--- src/psw_pkg.sv ---
// psw_pkg: field layout, reset values and encodings for the status/pc block
// assumes: single processor clock, used by every psw design file except psw_sync2
package psw_pkg;

  localparam int PSW_WIDTH = 64;
  localparam int PC_WIDTH = 64;

  // current status word fields; PSO is held only in the saved frame word
  localparam int SWF_LSB = 0;
  localparam int SWF_MSB = 1;
  localparam int IIP_BIT = 2;
  localparam int CAM_LSB = 3;
  localparam int CAM_MSB = 4;
  localparam int MON_BIT = 7;
  localparam int PRI_LSB = 8;
  localparam int PRI_MSB = 12;
  localparam int PSO_LSB = 56;
  localparam int PSO_MSB = 61;

  localparam logic [63:0] PSW_RESET = 64'h0000_0000_0000_1F00;
  localparam logic [63:0] PSW_CUR_MASK = 64'h0000_0000_0000_1F9F;
  localparam logic [63:0] PSW_SAVED_MASK = 64'h3F00_0000_0000_1F9F;
  localparam logic [63:0] PC_RESET = 64'h0000_0000_0000_0000;
  localparam logic [4:0] PRI_MAX = 5'h1F;

  // event frame layout, byte offsets from new stack pointer
  localparam logic [63:0] FRAME_SIZE = 64'h0000_0000_0000_0040;
  localparam logic [63:0] FRAME_PC_OFS = 64'h0000_0000_0000_0030;
  localparam logic [63:0] FRAME_PSW_OFS = 64'h0000_0000_0000_0038;
  localparam logic [63:0] ALIGN_MASK = 64'h0000_0000_0000_003F;

  typedef enum logic [1:0] {
    MODE_KERNEL = 2'h0,
    MODE_EXEC = 2'h1,
    MODE_SUPER = 2'h2,
    MODE_USER = 2'h3
  } psw_mode_type;

  typedef enum logic [1:0] {
    EVT_EXCEPTION = 2'h0,
    EVT_INTERRUPT = 2'h1,
    EVT_ASYNC_TRAP = 2'h2,
    EVT_MACHINE_CHECK = 2'h3
  } psw_event_type;

endpackage

--- src/psw_sync2.sv ---
// psw_sync2: two-flop synchroniser for one pin level
// assumes: destination clock is the processor clock
`timescale 1ns/1ps
module psw_sync2 (
  // clock and reset
  input wire logic clock,
  input wire logic rstn,
  // level
  input wire logic din,
  output logic dout
);

  logic meta_q;

  always_ff @(posedge clock or negedge rstn) begin
    if (!rstn) begin
      meta_q <= 1'b0;
      dout <= 1'b0;
    end else begin
      meta_q <= din;
      dout <= meta_q;
    end
  end

endmodule

--- src/psw_frame_store.sv ---
// psw_frame_store: one-word write port toward the target stack
// assumes: memory outside accepts a write every cycle it is offered
`timescale 1ns/1ps
module psw_frame_store import psw_pkg::*; (
  // clock and reset
  input wire logic clock,
  input wire logic rstn,
  input wire logic clkEn,
  // request
  input wire logic wrReq,
  input wire logic [63:0] wrAddr,
  input wire logic [63:0] wrData,
  // memory side
  output logic memWrite,
  output logic [63:0] memAddr,
  output logic [63:0] memData
);

  logic writeD;
  logic [63:0] addrD;
  logic [63:0] dataD;

  always_comb begin
    writeD = wrReq;
    addrD = wrReq ? wrAddr : memAddr;
    dataD = wrReq ? wrData : memData;
  end

  always_ff @(posedge clock or negedge rstn) begin
    if (!rstn) begin
      memWrite <= 1'b0;
      memAddr <= 64'h0;
      memData <= 64'h0;
    end else if (clkEn) begin
      memWrite <= writeD;
      memAddr <= addrD;
      memData <= dataD;
    end
  end

endmodule

--- src/psw_status_pc.sv ---
// psw_status_pc: processor status word and program counter, event entry and return
// assumes: sequencer outside drives event, return and privileged call strobes on this clock;
// stack memory takes one write per cycle; interrupt level requests come from pins.
`timescale 1ns/1ps
module psw_status_pc import psw_pkg::*; (
  // clock, reset, enable
  input wire logic clock,
  input wire logic rstn,
  input wire logic clkEn,
  // event entry
  input wire logic eventStart,
  input wire logic [1:0] eventKind,
  input wire logic [1:0] eventMode,
  input wire logic [4:0] eventPriority,
  input wire logic eventRaisePri,
  input wire logic [63:0] eventPc,
  input wire logic [63:0] stackPtrIn,
  // return from event
  input wire logic returnStart,
  input wire logic [63:0] savedPcIn,
  input wire logic [63:0] savedPswIn,
  input wire logic [63:0] returnFrameBase,
  // privileged calls
  input wire logic readStatusCall,
  input wire logic writeStatusSoftwareCall,
  input wire logic [1:0] softwareFieldIn,
  input wire logic monitorSet,
  input wire logic monitorValue,
  // branch
  input wire logic branchTaken,
  input wire logic jumpAlways,
  input wire logic [63:0] branchTarget,
  input wire logic [63:0] nextPc,
  // interrupt request pins
  input wire logic intRequestPin,
  input wire logic [4:0] intLevelPin,
  // status and pc out
  output logic [63:0] processorStatusWord,
  output logic [63:0] instructionPointer,
  output logic [63:0] readData,
  output logic readValid,
  output logic [63:0] restoredStackPtr,
  output logic restoreValid,
  output logic intTake,
  // stack write port
  output logic memWrite,
  output logic [63:0] memAddr,
  output logic [63:0] memData
);

  ////////////////////////////////////////////////////////////////////////////
  // reset release and pin synchronisers

  logic rstMeta_q;
  logic rstSync_q;
  logic rstnLocal;

  always_ff @(posedge clock or negedge rstn) begin
    if (!rstn) begin
      rstMeta_q <= 1'b0;
      rstSync_q <= 1'b0;
    end else begin
      rstMeta_q <= 1'b1;
      rstSync_q <= rstMeta_q;
    end
  end

  assign rstnLocal = rstSync_q;

  logic intReqSync;
  logic [4:0] intLevelSync;

  psw_sync2 uReqSync (
    .clock(clock),
    .rstn(rstnLocal),
    .din(intRequestPin),
    .dout(intReqSync)
  );

  // per-bit sync; level and request pass the same two flops and are used in the same cycle, with no extra cycle for skew
  genvar gi;
  generate
    for (gi = 0; gi < 5; gi++) begin : gLevel
      psw_sync2 uLvlSync (
        .clock(clock),
        .rstn(rstnLocal),
        .din(intLevelPin[gi]),
        .dout(intLevelSync[gi])
      );
    end
  endgenerate

  ////////////////////////////////////////////////////////////////////////////
  // state machine: idle, push pc, push status

  typedef enum logic [1:0] {
    ST_IDLE,
    ST_PUSH_PC,
    ST_PUSH_PSW
  } psw_state_type;

  psw_state_type state_q, state_d;
  logic [63:0] psw_q, psw_d;
  logic [63:0] pc_q, pc_d;
  logic [63:0] framePsw_q, framePsw_d;
  logic [63:0] framePc_q, framePc_d;
  logic [63:0] frameBase_q, frameBase_d;
  logic [63:0] readData_q, readData_d;
  logic readValid_q, readValid_d;
  logic [63:0] restSp_q, restSp_d;
  logic restValid_q, restValid_d;
  logic intTake_q, intTake_d;

  logic storeReq;
  logic [63:0] storeAddr;
  logic [63:0] storeData;
  logic [63:0] alignedSp;
  logic [63:0] savedImage;

  always_comb begin
    state_d = state_q;
    psw_d = psw_q;
    pc_d = pc_q;
    framePsw_d = framePsw_q;
    framePc_d = framePc_q;
    frameBase_d = frameBase_q;
    readData_d = readData_q;
    readValid_d = 1'b0;
    restSp_d = restSp_q;
    restValid_d = 1'b0;
    intTake_d = 1'b0;
    storeReq = 1'b0;
    storeAddr = 64'h0;
    storeData = 64'h0;
    // frame is 64-byte aligned below the current stack pointer
    alignedSp = (stackPtrIn & ~ALIGN_MASK) - FRAME_SIZE;
    savedImage = psw_q & PSW_CUR_MASK;
    savedImage[PSO_MSB:PSO_LSB] = stackPtrIn[5:0];

    // deferred requests simply wait: only a level above current priority fires
    if (intReqSync && (intLevelSync > psw_q[PRI_MSB:PRI_LSB]) && state_q == ST_IDLE) begin
      intTake_d = 1'b1;
    end

    unique case (state_q)
      ST_IDLE: begin
        if (eventStart) begin
          // only status and pc are captured; mapping context is untouched
          framePsw_d = savedImage & PSW_SAVED_MASK;
          framePc_d = {eventPc[63:2], 2'b00};
          frameBase_d = alignedSp;
          psw_d[CAM_MSB:CAM_LSB] = eventMode;
          if (eventKind != EVT_MACHINE_CHECK) begin
            psw_d[SWF_MSB:SWF_LSB] = 2'b00;
          end
          if (eventKind == EVT_INTERRUPT) begin
            psw_d[IIP_BIT] = 1'b1;
          end
          if (eventRaisePri && eventKind != EVT_EXCEPTION) begin
            psw_d[PRI_MSB:PRI_LSB] = eventPriority;
          end
          state_d = ST_PUSH_PC;
        end else if (returnStart) begin
          pc_d = {savedPcIn[63:2], 2'b00};
          psw_d = savedPswIn & PSW_CUR_MASK;
          restSp_d = (returnFrameBase + FRAME_SIZE) | {58'h0, savedPswIn[PSO_MSB:PSO_LSB]};
          restValid_d = 1'b1;
        end else begin
          if (branchTaken) begin
            pc_d = {branchTarget[63:2], 2'b00};
            if (jumpAlways) begin
              readData_d = {nextPc[63:2], 2'b00};
              readValid_d = 1'b1;
            end
          end
          if (readStatusCall) begin
            readData_d = psw_q & PSW_CUR_MASK;
            readValid_d = 1'b1;
          end
          if (writeStatusSoftwareCall) begin
            psw_d[SWF_MSB:SWF_LSB] = softwareFieldIn;
          end
          if (monitorSet) begin
            psw_d[MON_BIT] = monitorValue;
          end
        end
      end
      ST_PUSH_PC: begin
        storeReq = 1'b1;
        storeAddr = frameBase_q + FRAME_PC_OFS;
        storeData = framePc_q;
        state_d = ST_PUSH_PSW;
      end
      ST_PUSH_PSW: begin
        storeReq = 1'b1;
        storeAddr = frameBase_q + FRAME_PSW_OFS;
        storeData = framePsw_q;
        state_d = ST_IDLE;
      end
      // unused fourth code falls back to idle rather than sticking
      default: begin
        state_d = ST_IDLE;
      end
    endcase
    psw_d = psw_d & PSW_CUR_MASK;
  end

  always_ff @(posedge clock or negedge rstnLocal) begin
    if (!rstnLocal) begin
      state_q <= ST_IDLE;
      psw_q <= PSW_RESET;
      pc_q <= PC_RESET;
      framePsw_q <= 64'h0;
      framePc_q <= 64'h0;
      frameBase_q <= 64'h0;
      readData_q <= 64'h0;
      readValid_q <= 1'b0;
      restSp_q <= 64'h0;
      restValid_q <= 1'b0;
      intTake_q <= 1'b0;
    end else if (clkEn) begin
      state_q <= state_d;
      psw_q <= psw_d;
      pc_q <= pc_d;
      framePsw_q <= framePsw_d;
      framePc_q <= framePc_d;
      frameBase_q <= frameBase_d;
      readData_q <= readData_d;
      readValid_q <= readValid_d;
      restSp_q <= restSp_d;
      restValid_q <= restValid_d;
      intTake_q <= intTake_d;
    end
  end

  ////////////////////////////////////////////////////////////////////////////
  // stack write port

  psw_frame_store uStore (
    .clock(clock),
    .rstn(rstnLocal),
    .clkEn(clkEn),
    .wrReq(storeReq),
    .wrAddr(storeAddr),
    .wrData(storeData),
    .memWrite(memWrite),
    .memAddr(memAddr),
    .memData(memData)
  );

  assign processorStatusWord = psw_q;
  assign instructionPointer = pc_q;
  assign readData = readData_q;
  assign readValid = readValid_q;
  assign restoredStackPtr = restSp_q;
  assign restoreValid = restValid_q;
  assign intTake = intTake_q;

endmodule

--- config.mk ---
export PLATFORM = sky130hd
export DESIGN_NAME = psw_status_pc
export DESIGN_NICKNAME = d
export VERILOG_FILES = /design/src/psw_pkg.sv /design/src/psw_sync2.sv /design/src/psw_frame_store.sv /design/src/psw_status_pc.sv
export SDC_FILE = /design/constraint.sdc
export NUM_CORES = 1
export LEC_CHECK = 0
export ABC_AREA = 1
export BUFFER_PORTS_ARGS = -buffer_cell sky130_fd_sc_hd__buf_2
export CAP_MARGIN = 20
export CORE_AREA = 2 2 335 337
export DETAILED_ROUTE_END_ITERATION = 8
export DIE_AREA = 0 0 337 339
export PLACE_DENSITY = 0.52
export SLEW_MARGIN = 20
export SYNTH_ARGS = -nofsm -noshare
export SYNTH_HDL_FRONTEND = slang
export SYNTH_SLANG_ARGS = --single-unit
--- constraint.sdc ---
create_clock -name clock -period 27.5 [get_ports clock]
set_input_delay 2.75 -clock clock [delete_from_list [all_inputs] [get_ports clock]]
set_output_delay 2.75 -clock clock [all_outputs]
set_load 0.02 [all_outputs]
Yosys cells after proc, flatten, opt, wreduce, memory -nomap -nowiden
Cells that the tools add are included.
Word-level totals
  register bits after elaboration: 494
  input bits: 477
  output and inout bits: 388
  word-level logic and storage cells: 102
Operators by class
  add/subtract/negate cells: 4
  order comparisons: 1
  equal/unequal tests: 8
  mux-type cells: 31
  bitwise logic cells: 3
  reduce and logical (&&, ||, !) cells: 23
Operators by type and width (number)
  2-to-1 mux 64 bit: 5
  one-hot mux 64 bit (2 select lines): 2
  adder 64 x 6 -> 64 bit (second input constant): 2
  adder 64 x 7 -> 64 bit (second input constant): 1
  bitwise OR 64 x 6 -> 64 bit: 1
  subtractor 64 x 7 -> 64 bit (second input constant): 1
  AND reduction 4 bit: 6
  2-to-1 mux 5 bit: 4
  2-to-1 mux 1 bit: 14
  nonzero test 2 bit: 6
  2-to-1 mux 2 bit: 4
  != test 2 x 1 -> 1 bit (second input constant): 3
  AND reduction 3 bit: 2
  AND reduction 6 bit: 1
  > comparator 5 bit: 1
  equality test 2 x 1 -> 1 bit (second input constant): 2
  != test 2 bit (second input constant): 2
  one-hot mux 2 bit (2 select lines): 1
  AND reduction 2 bit: 2
  logical AND 1 bit: 3
  2-to-1 mux 3 bit: 1
  nonzero test 3 bit: 1
  equality test 2 bit (second input constant): 1
  zero test 2 bit: 1
  other kinds (2): 3

Longest topological paths before layout
  word-level depth: 6
  depth in mapped cells: 11
  mapped depth without buffers: 11

Cells and area by module
A second synthesis with hierarchy kept.
Second synthesis, totals
  cells, all modules: 3167
  area, all modules: 23951.7 µm²
Modules (own cells, without submodules)
  psw_status_pc: times used 1, cells each 2597, area an instance 18576.6 µm², sequential area each 8639.5 µm²
  psw_frame_store: times used 1, cells each 558, area an instance 5074.9 µm², sequential area each 3228.1 µm²
  psw_sync2: times used 6, cells each 2, area an instance 50.0 µm², sequential area each 50.0 µm²

Least setup slack after synthesis
Ideal clock, no wire load.
  path type: input port to flip-flop
  from: input returnFrameBase[6]
  to: register restSp_q[46], in the netlist restoredStackPtr[46]
  library setup time: 0.118 ns
  data arrival time: 3.900 ns
  required time: 27.382 ns
  path slack: 23.482 ns
  stages: 10
  buffers on the path: 0
  cells stage by stage: ha_1 > inv_1 > nor2_2 > nand2_1 > nor2_2 > inv_1 > nor2_1 > nand3_1 > nand3_1 > nand2_1
On the way
  cells in the longest elaborated chain, start to end: 2
Ends and longest elaborated chain
  from (decl): RTL line psw_status_pc.sv:22  | input wire logic [63:0] returnFrameBase,
  adder 64 x 7 -> 64 bit: RTL line psw_status_pc.sv:166  | restSp_d = (returnFrameBase + FRAME_SIZE) | {58'h0, savedPswIn[PSO_MSB:PSO_LSB]};
  bitwise OR 64 x 6 -> 64 bit: RTL line psw_status_pc.sv:166
  to (signal assigned): RTL line psw_status_pc.sv:230  | restSp_q <= restSp_d;
  to (decl): RTL line psw_status_pc.sv:110  | logic [63:0] restSp_q, restSp_d;
No other way between the ends.
A chain may end at the register's enable or synchronous reset.

Worst setup path after layout
  from: input returnStart
  to: register pc_q[44], in the netlist instructionPointer[44]
On the way
  cells in the longest elaborated chain, start to end: 2
  elaborated cells between the ends (all ways): 3
  classes of those cells: 1 x mux; 2 x reduce/logical
Ends and longest elaborated chain
  from (decl): RTL line psw_status_pc.sv:19  | input wire logic returnStart,
  nonzero test 2 bit (no source line)
  AND reduction 4 bit (no source line)
  to (signal assigned): RTL line psw_status_pc.sv:224  | pc_q <= pc_d;
  to (decl): RTL line psw_status_pc.sv:104  | logic [63:0] pc_q, pc_d;
Several ways; a longest one is shown, not always the timed one.

==> flow_metrics.py <==
metrics = {
    "pwr": {
        "p_per_area_nw_per_um2": 109,
        "peakVddDrop_mv": 0.0563,
        "leakagePower_nw": 15.1,
    },
    "cts": {
        "clock_sinks": 482,
        "path_clk_slew_ns": 0.06,
        "clk_latency_ns": 0.64,
        "cts_resized": 0,
        "clock_path_buffers": 3,
        "root_buffer": "clkbuf_16",
        "post_cts_buffers": 0,
        "cts_buffers": 59,
        "cts_tree": "done",
        "h-tree-depth": 2,
        "cts_hold_buf": 0,
    },
    "grt": {
        "grt.total_usage_pct": 17.0,
        "antenna_found_initial": 49,
        "grt_overflow": 0,
        "grt_max_degree": 169,
        "grt_pass1_vias": 20900,
        "grt_pass1_wl_um": 144000,
    },
    "die": {
        "io_pins": 865,
        "core_area_um2": 110000,
        "dieWidth_um": 337,
        "die_y_um": 339,
        "std_cell_rows": 122,
        "die_area_um2": 114000,
        "start_util_pct": 20.7,
    },
    "logic_synthesis": {
        "synth-edff-count": 0,
        "synthCells": 2910,
        "syn_avg_cell_area_um2": 7.87,
        "yosys_warnings": 0,
        "ys_types": 39,
        "async_reset_ff_share_pct": 100,
        "synthFlopType": "dfrtp_1",
        "yosysSeqAreaShare_pct": 52.7,
        "synth.cell_area_um2": 22900,
        "ys_ff_latch": 482,
    },
    "route": {
        "vias": 21800,
        "drtIter0Drc": 1375,
        "route.detailed.drc": 0,
        "finalWirelength_um": 100000,
        "avgViaCountPerCell": 4.21,
        "dr.pass1.iters": 5,
        "drtAntennaViolNets": 0,
        "routedWlPerCell_um": 19.3,
    },
    "placed_design": {
        "finalWeightedCongestion": 0.917,
        "numPortBuffers": 751,
        "dp_hpwl_um": 78200,
        "place_area_um2": 28000,
    },
    "sta": {
        "clock.fmax_mhz": 198,
        "rsz0062_at_grt": "false",
        "finalMaxSlewViolations": 0,
        "fin_hold_ws_ns": 0.349,
        "hold_viol_final": 0,
        "maxSlewHeadroom_pct": 29.4,
        "fin_crit_sh_pct": 18.3,
        "final.setup.tns_ns": 0,
        "worst_pin_slew_ns": 1.06,
        "skew_ns": 0.0236,
        "setup_viol": 0,
        "period_needed_ns": 5.04,
    },
    "finish": {
        "area_growth_pct": 31.8,
        "nNetsFinal": 4103,
        "design_area_um2": 30200,
        "mostFrequentLayoutCells": "1,022 x nand2_1, 751 x buf_2, 476 x dfrtp_1, 367 x nor2_1, 221 x o21ai_0",
        "nFillCells": 12300,
        "layout_commonest_cell": "nand2_1",
        "layout-drive-gt1-share_pct": 24.7,
    },
    "critical_path": {
        "crit_type": "in2reg",
        "ff2ff_path_depth": 3,
        "ff2ff_setup_slack_ns": 23.88,
        "crit_fanout": 84,
        "worstReg2RegEnd": "uStore.memAddr[18]$_DFFE_PN0P_",
        "endpoint_kind": "flop",
        "rr_startpoint": "rstSync_q$_DFF_PN0_",
        "cp_data_arrival_time_ns": 5.50,
        "cp-start-kind": "primary input",
        "cp-startpoint": "returnStart",
        "crit_required_ns": 27.96,
    },
    "min_path": {
        "hold_end": "gLevel[1].uLvlSync.dout$_DFF_PN0_",
        "min_path_type": "reg2reg",
        "hp-start": "gLevel[1].uLvlSync.meta_q$_DFF_PN0_",
        "hold_depth": 0,
    },
    "run_status": {
        "status": "finished, final reports clean",
    },
    "job": {
        "cap_violations": 0,
    },
}
## registers in the layout, indices dropped and copies added, names as in the netlist, 17 cells and up
| register | cells |
|---|---|
| restoredStackPtr | 64 |
| readData | 64 |
| frameBase_q | 58 |
| framePc_q | 62 |
| uStore.memData | 64 |
| instructionPointer | 62 |
| uStore.memAddr | 60 |
| framePsw_q | 17 |
## worst max path at each step
| stage | to | slack (ns) |
|---|---|---|
| after floorplan | frameBase_q[10]$_DFFE_PN0P_ | 13.08 |
| after global placement | instructionPointer[29]$_DFFE_PN0P_ | 21.81 |
| after detailed placement | instructionPointer[47]$_DFFE_PN0P_ | 21.74 |
| after CTS | instructionPointer[44]$_DFFE_PN0P_ | 22.46 |
| after global routing | instructionPointer[44]$_DFFE_PN0P_ | 22.25 |
| final | instructionPointer[44]$_DFFE_PN0P_ | 22.46 |
## metrics by stage
stage	util [%]	setup slack (ns)	total power, mW	std cells
5_1_grt	27.3	22.25	3.51	5169
2_1_floorplan	-	13.08	1.93	2967
3_3_place_gp	25.3	21.81	2.44	5042
4_1_cts	27.3	22.46	3.34	5153
3_5_place_dp	25.3	21.74	2.46	5042
6_report	27.4	22.46	3.28	5182
## per-layer routing
metal	GRT usage, %	up-vias	routed length [um]
met5	0	-	70
met4	5.91	12	2960
met3	4.96	157	8670
met2	26.9	754	46100
met1	21.9	10300	42300
li1	-	10600	-
## area by class of cell
type | count | area [um^2] | share of cell area, %
inverters | 224 | 842 | 2.79
clock buffers | 77 | 1690 | 5.58
flip-flops and latches | 482 | 12100 | 40.0
clock inverters | 34 | 474 | 1.57
diodes | 29 | 72.6 | 0.240
multi-input cells | 2077 | 9230 | 30.6
well taps | 1488 | 1860 | 6.17
repair buffers | 771 | 3950 | 13.1
## worst max-delay path, cell delays in order
cell	delay, ns
buf_2	0.26
inv_2	0.04
buf_4	0.34
nor2_4	0.18
buf_4	0.48
inv_2	0.12
nand2_4	0.34
buf_4	0.70
a31oi_1	0.21
## synthesized netlist by cell type (3+ instances only)
cell / instances / share of area (%)
nor2_1: 367 / 6.0
nand2_1: 1023 / 17
buf_4: 68 / 2.2
buf_2: 33 / 0.72
o21ai_1: 3 / 0.066
xor2_1: 30 / 1.1
dfrtp_1: 477 / 52
o211ai_1: 4 / 0.13
xnor2_1: 17 / 0.65
nand3b_1: 4 / 0.13
nor2_2: 4 / 0.11
o21bai_1: 10 / 0.33
clkbuf_1: 74 / 1.2
or2_2: 5 / 0.14
buf_1: 8 / 0.13
ha_1: 11 / 0.60
a22oi_1: 3 / 0.098
dfstp_2: 5 / 0.57
o31ai_1: 52 / 1.7
o21ai_0: 223 / 4.9
a221oi_1: 6 / 0.23
a21oi_1: 29 / 0.63
nand3_1: 130 / 2.8
and2_1: 3 / 0.082
inv_2: 4 / 0.066
a31oi_1: 68 / 1.9
inv_1: 220 / 3.6
nand4_1: 12 / 0.33
nor2_4: 3 / 0.15
## logic make-up after synthesis
group                    count (synthesis)  synth area share, %
AND/OR/NAND/NOR                       1556                 26.7
flip-flops                             482                 52.7
buffers and inverters                  408                 8.02
AO/OA/AOI/OAI                          403                 10.1
XOR/XNOR                                47                 1.80
adder cells (fa/ha/maj)                 11                0.601
other                                    2               0.0328
multiplexers                             1               0.0437
## where the power goes
part	switching, mW	total (mW)	internal (mW)
logic	0.848	1.22	0.367
clock network	0.331	0.857	0.526
registers	0.168	1.21	1.04
total	1.35	3.28	1.93
Power figures use the tool's default switching activity.
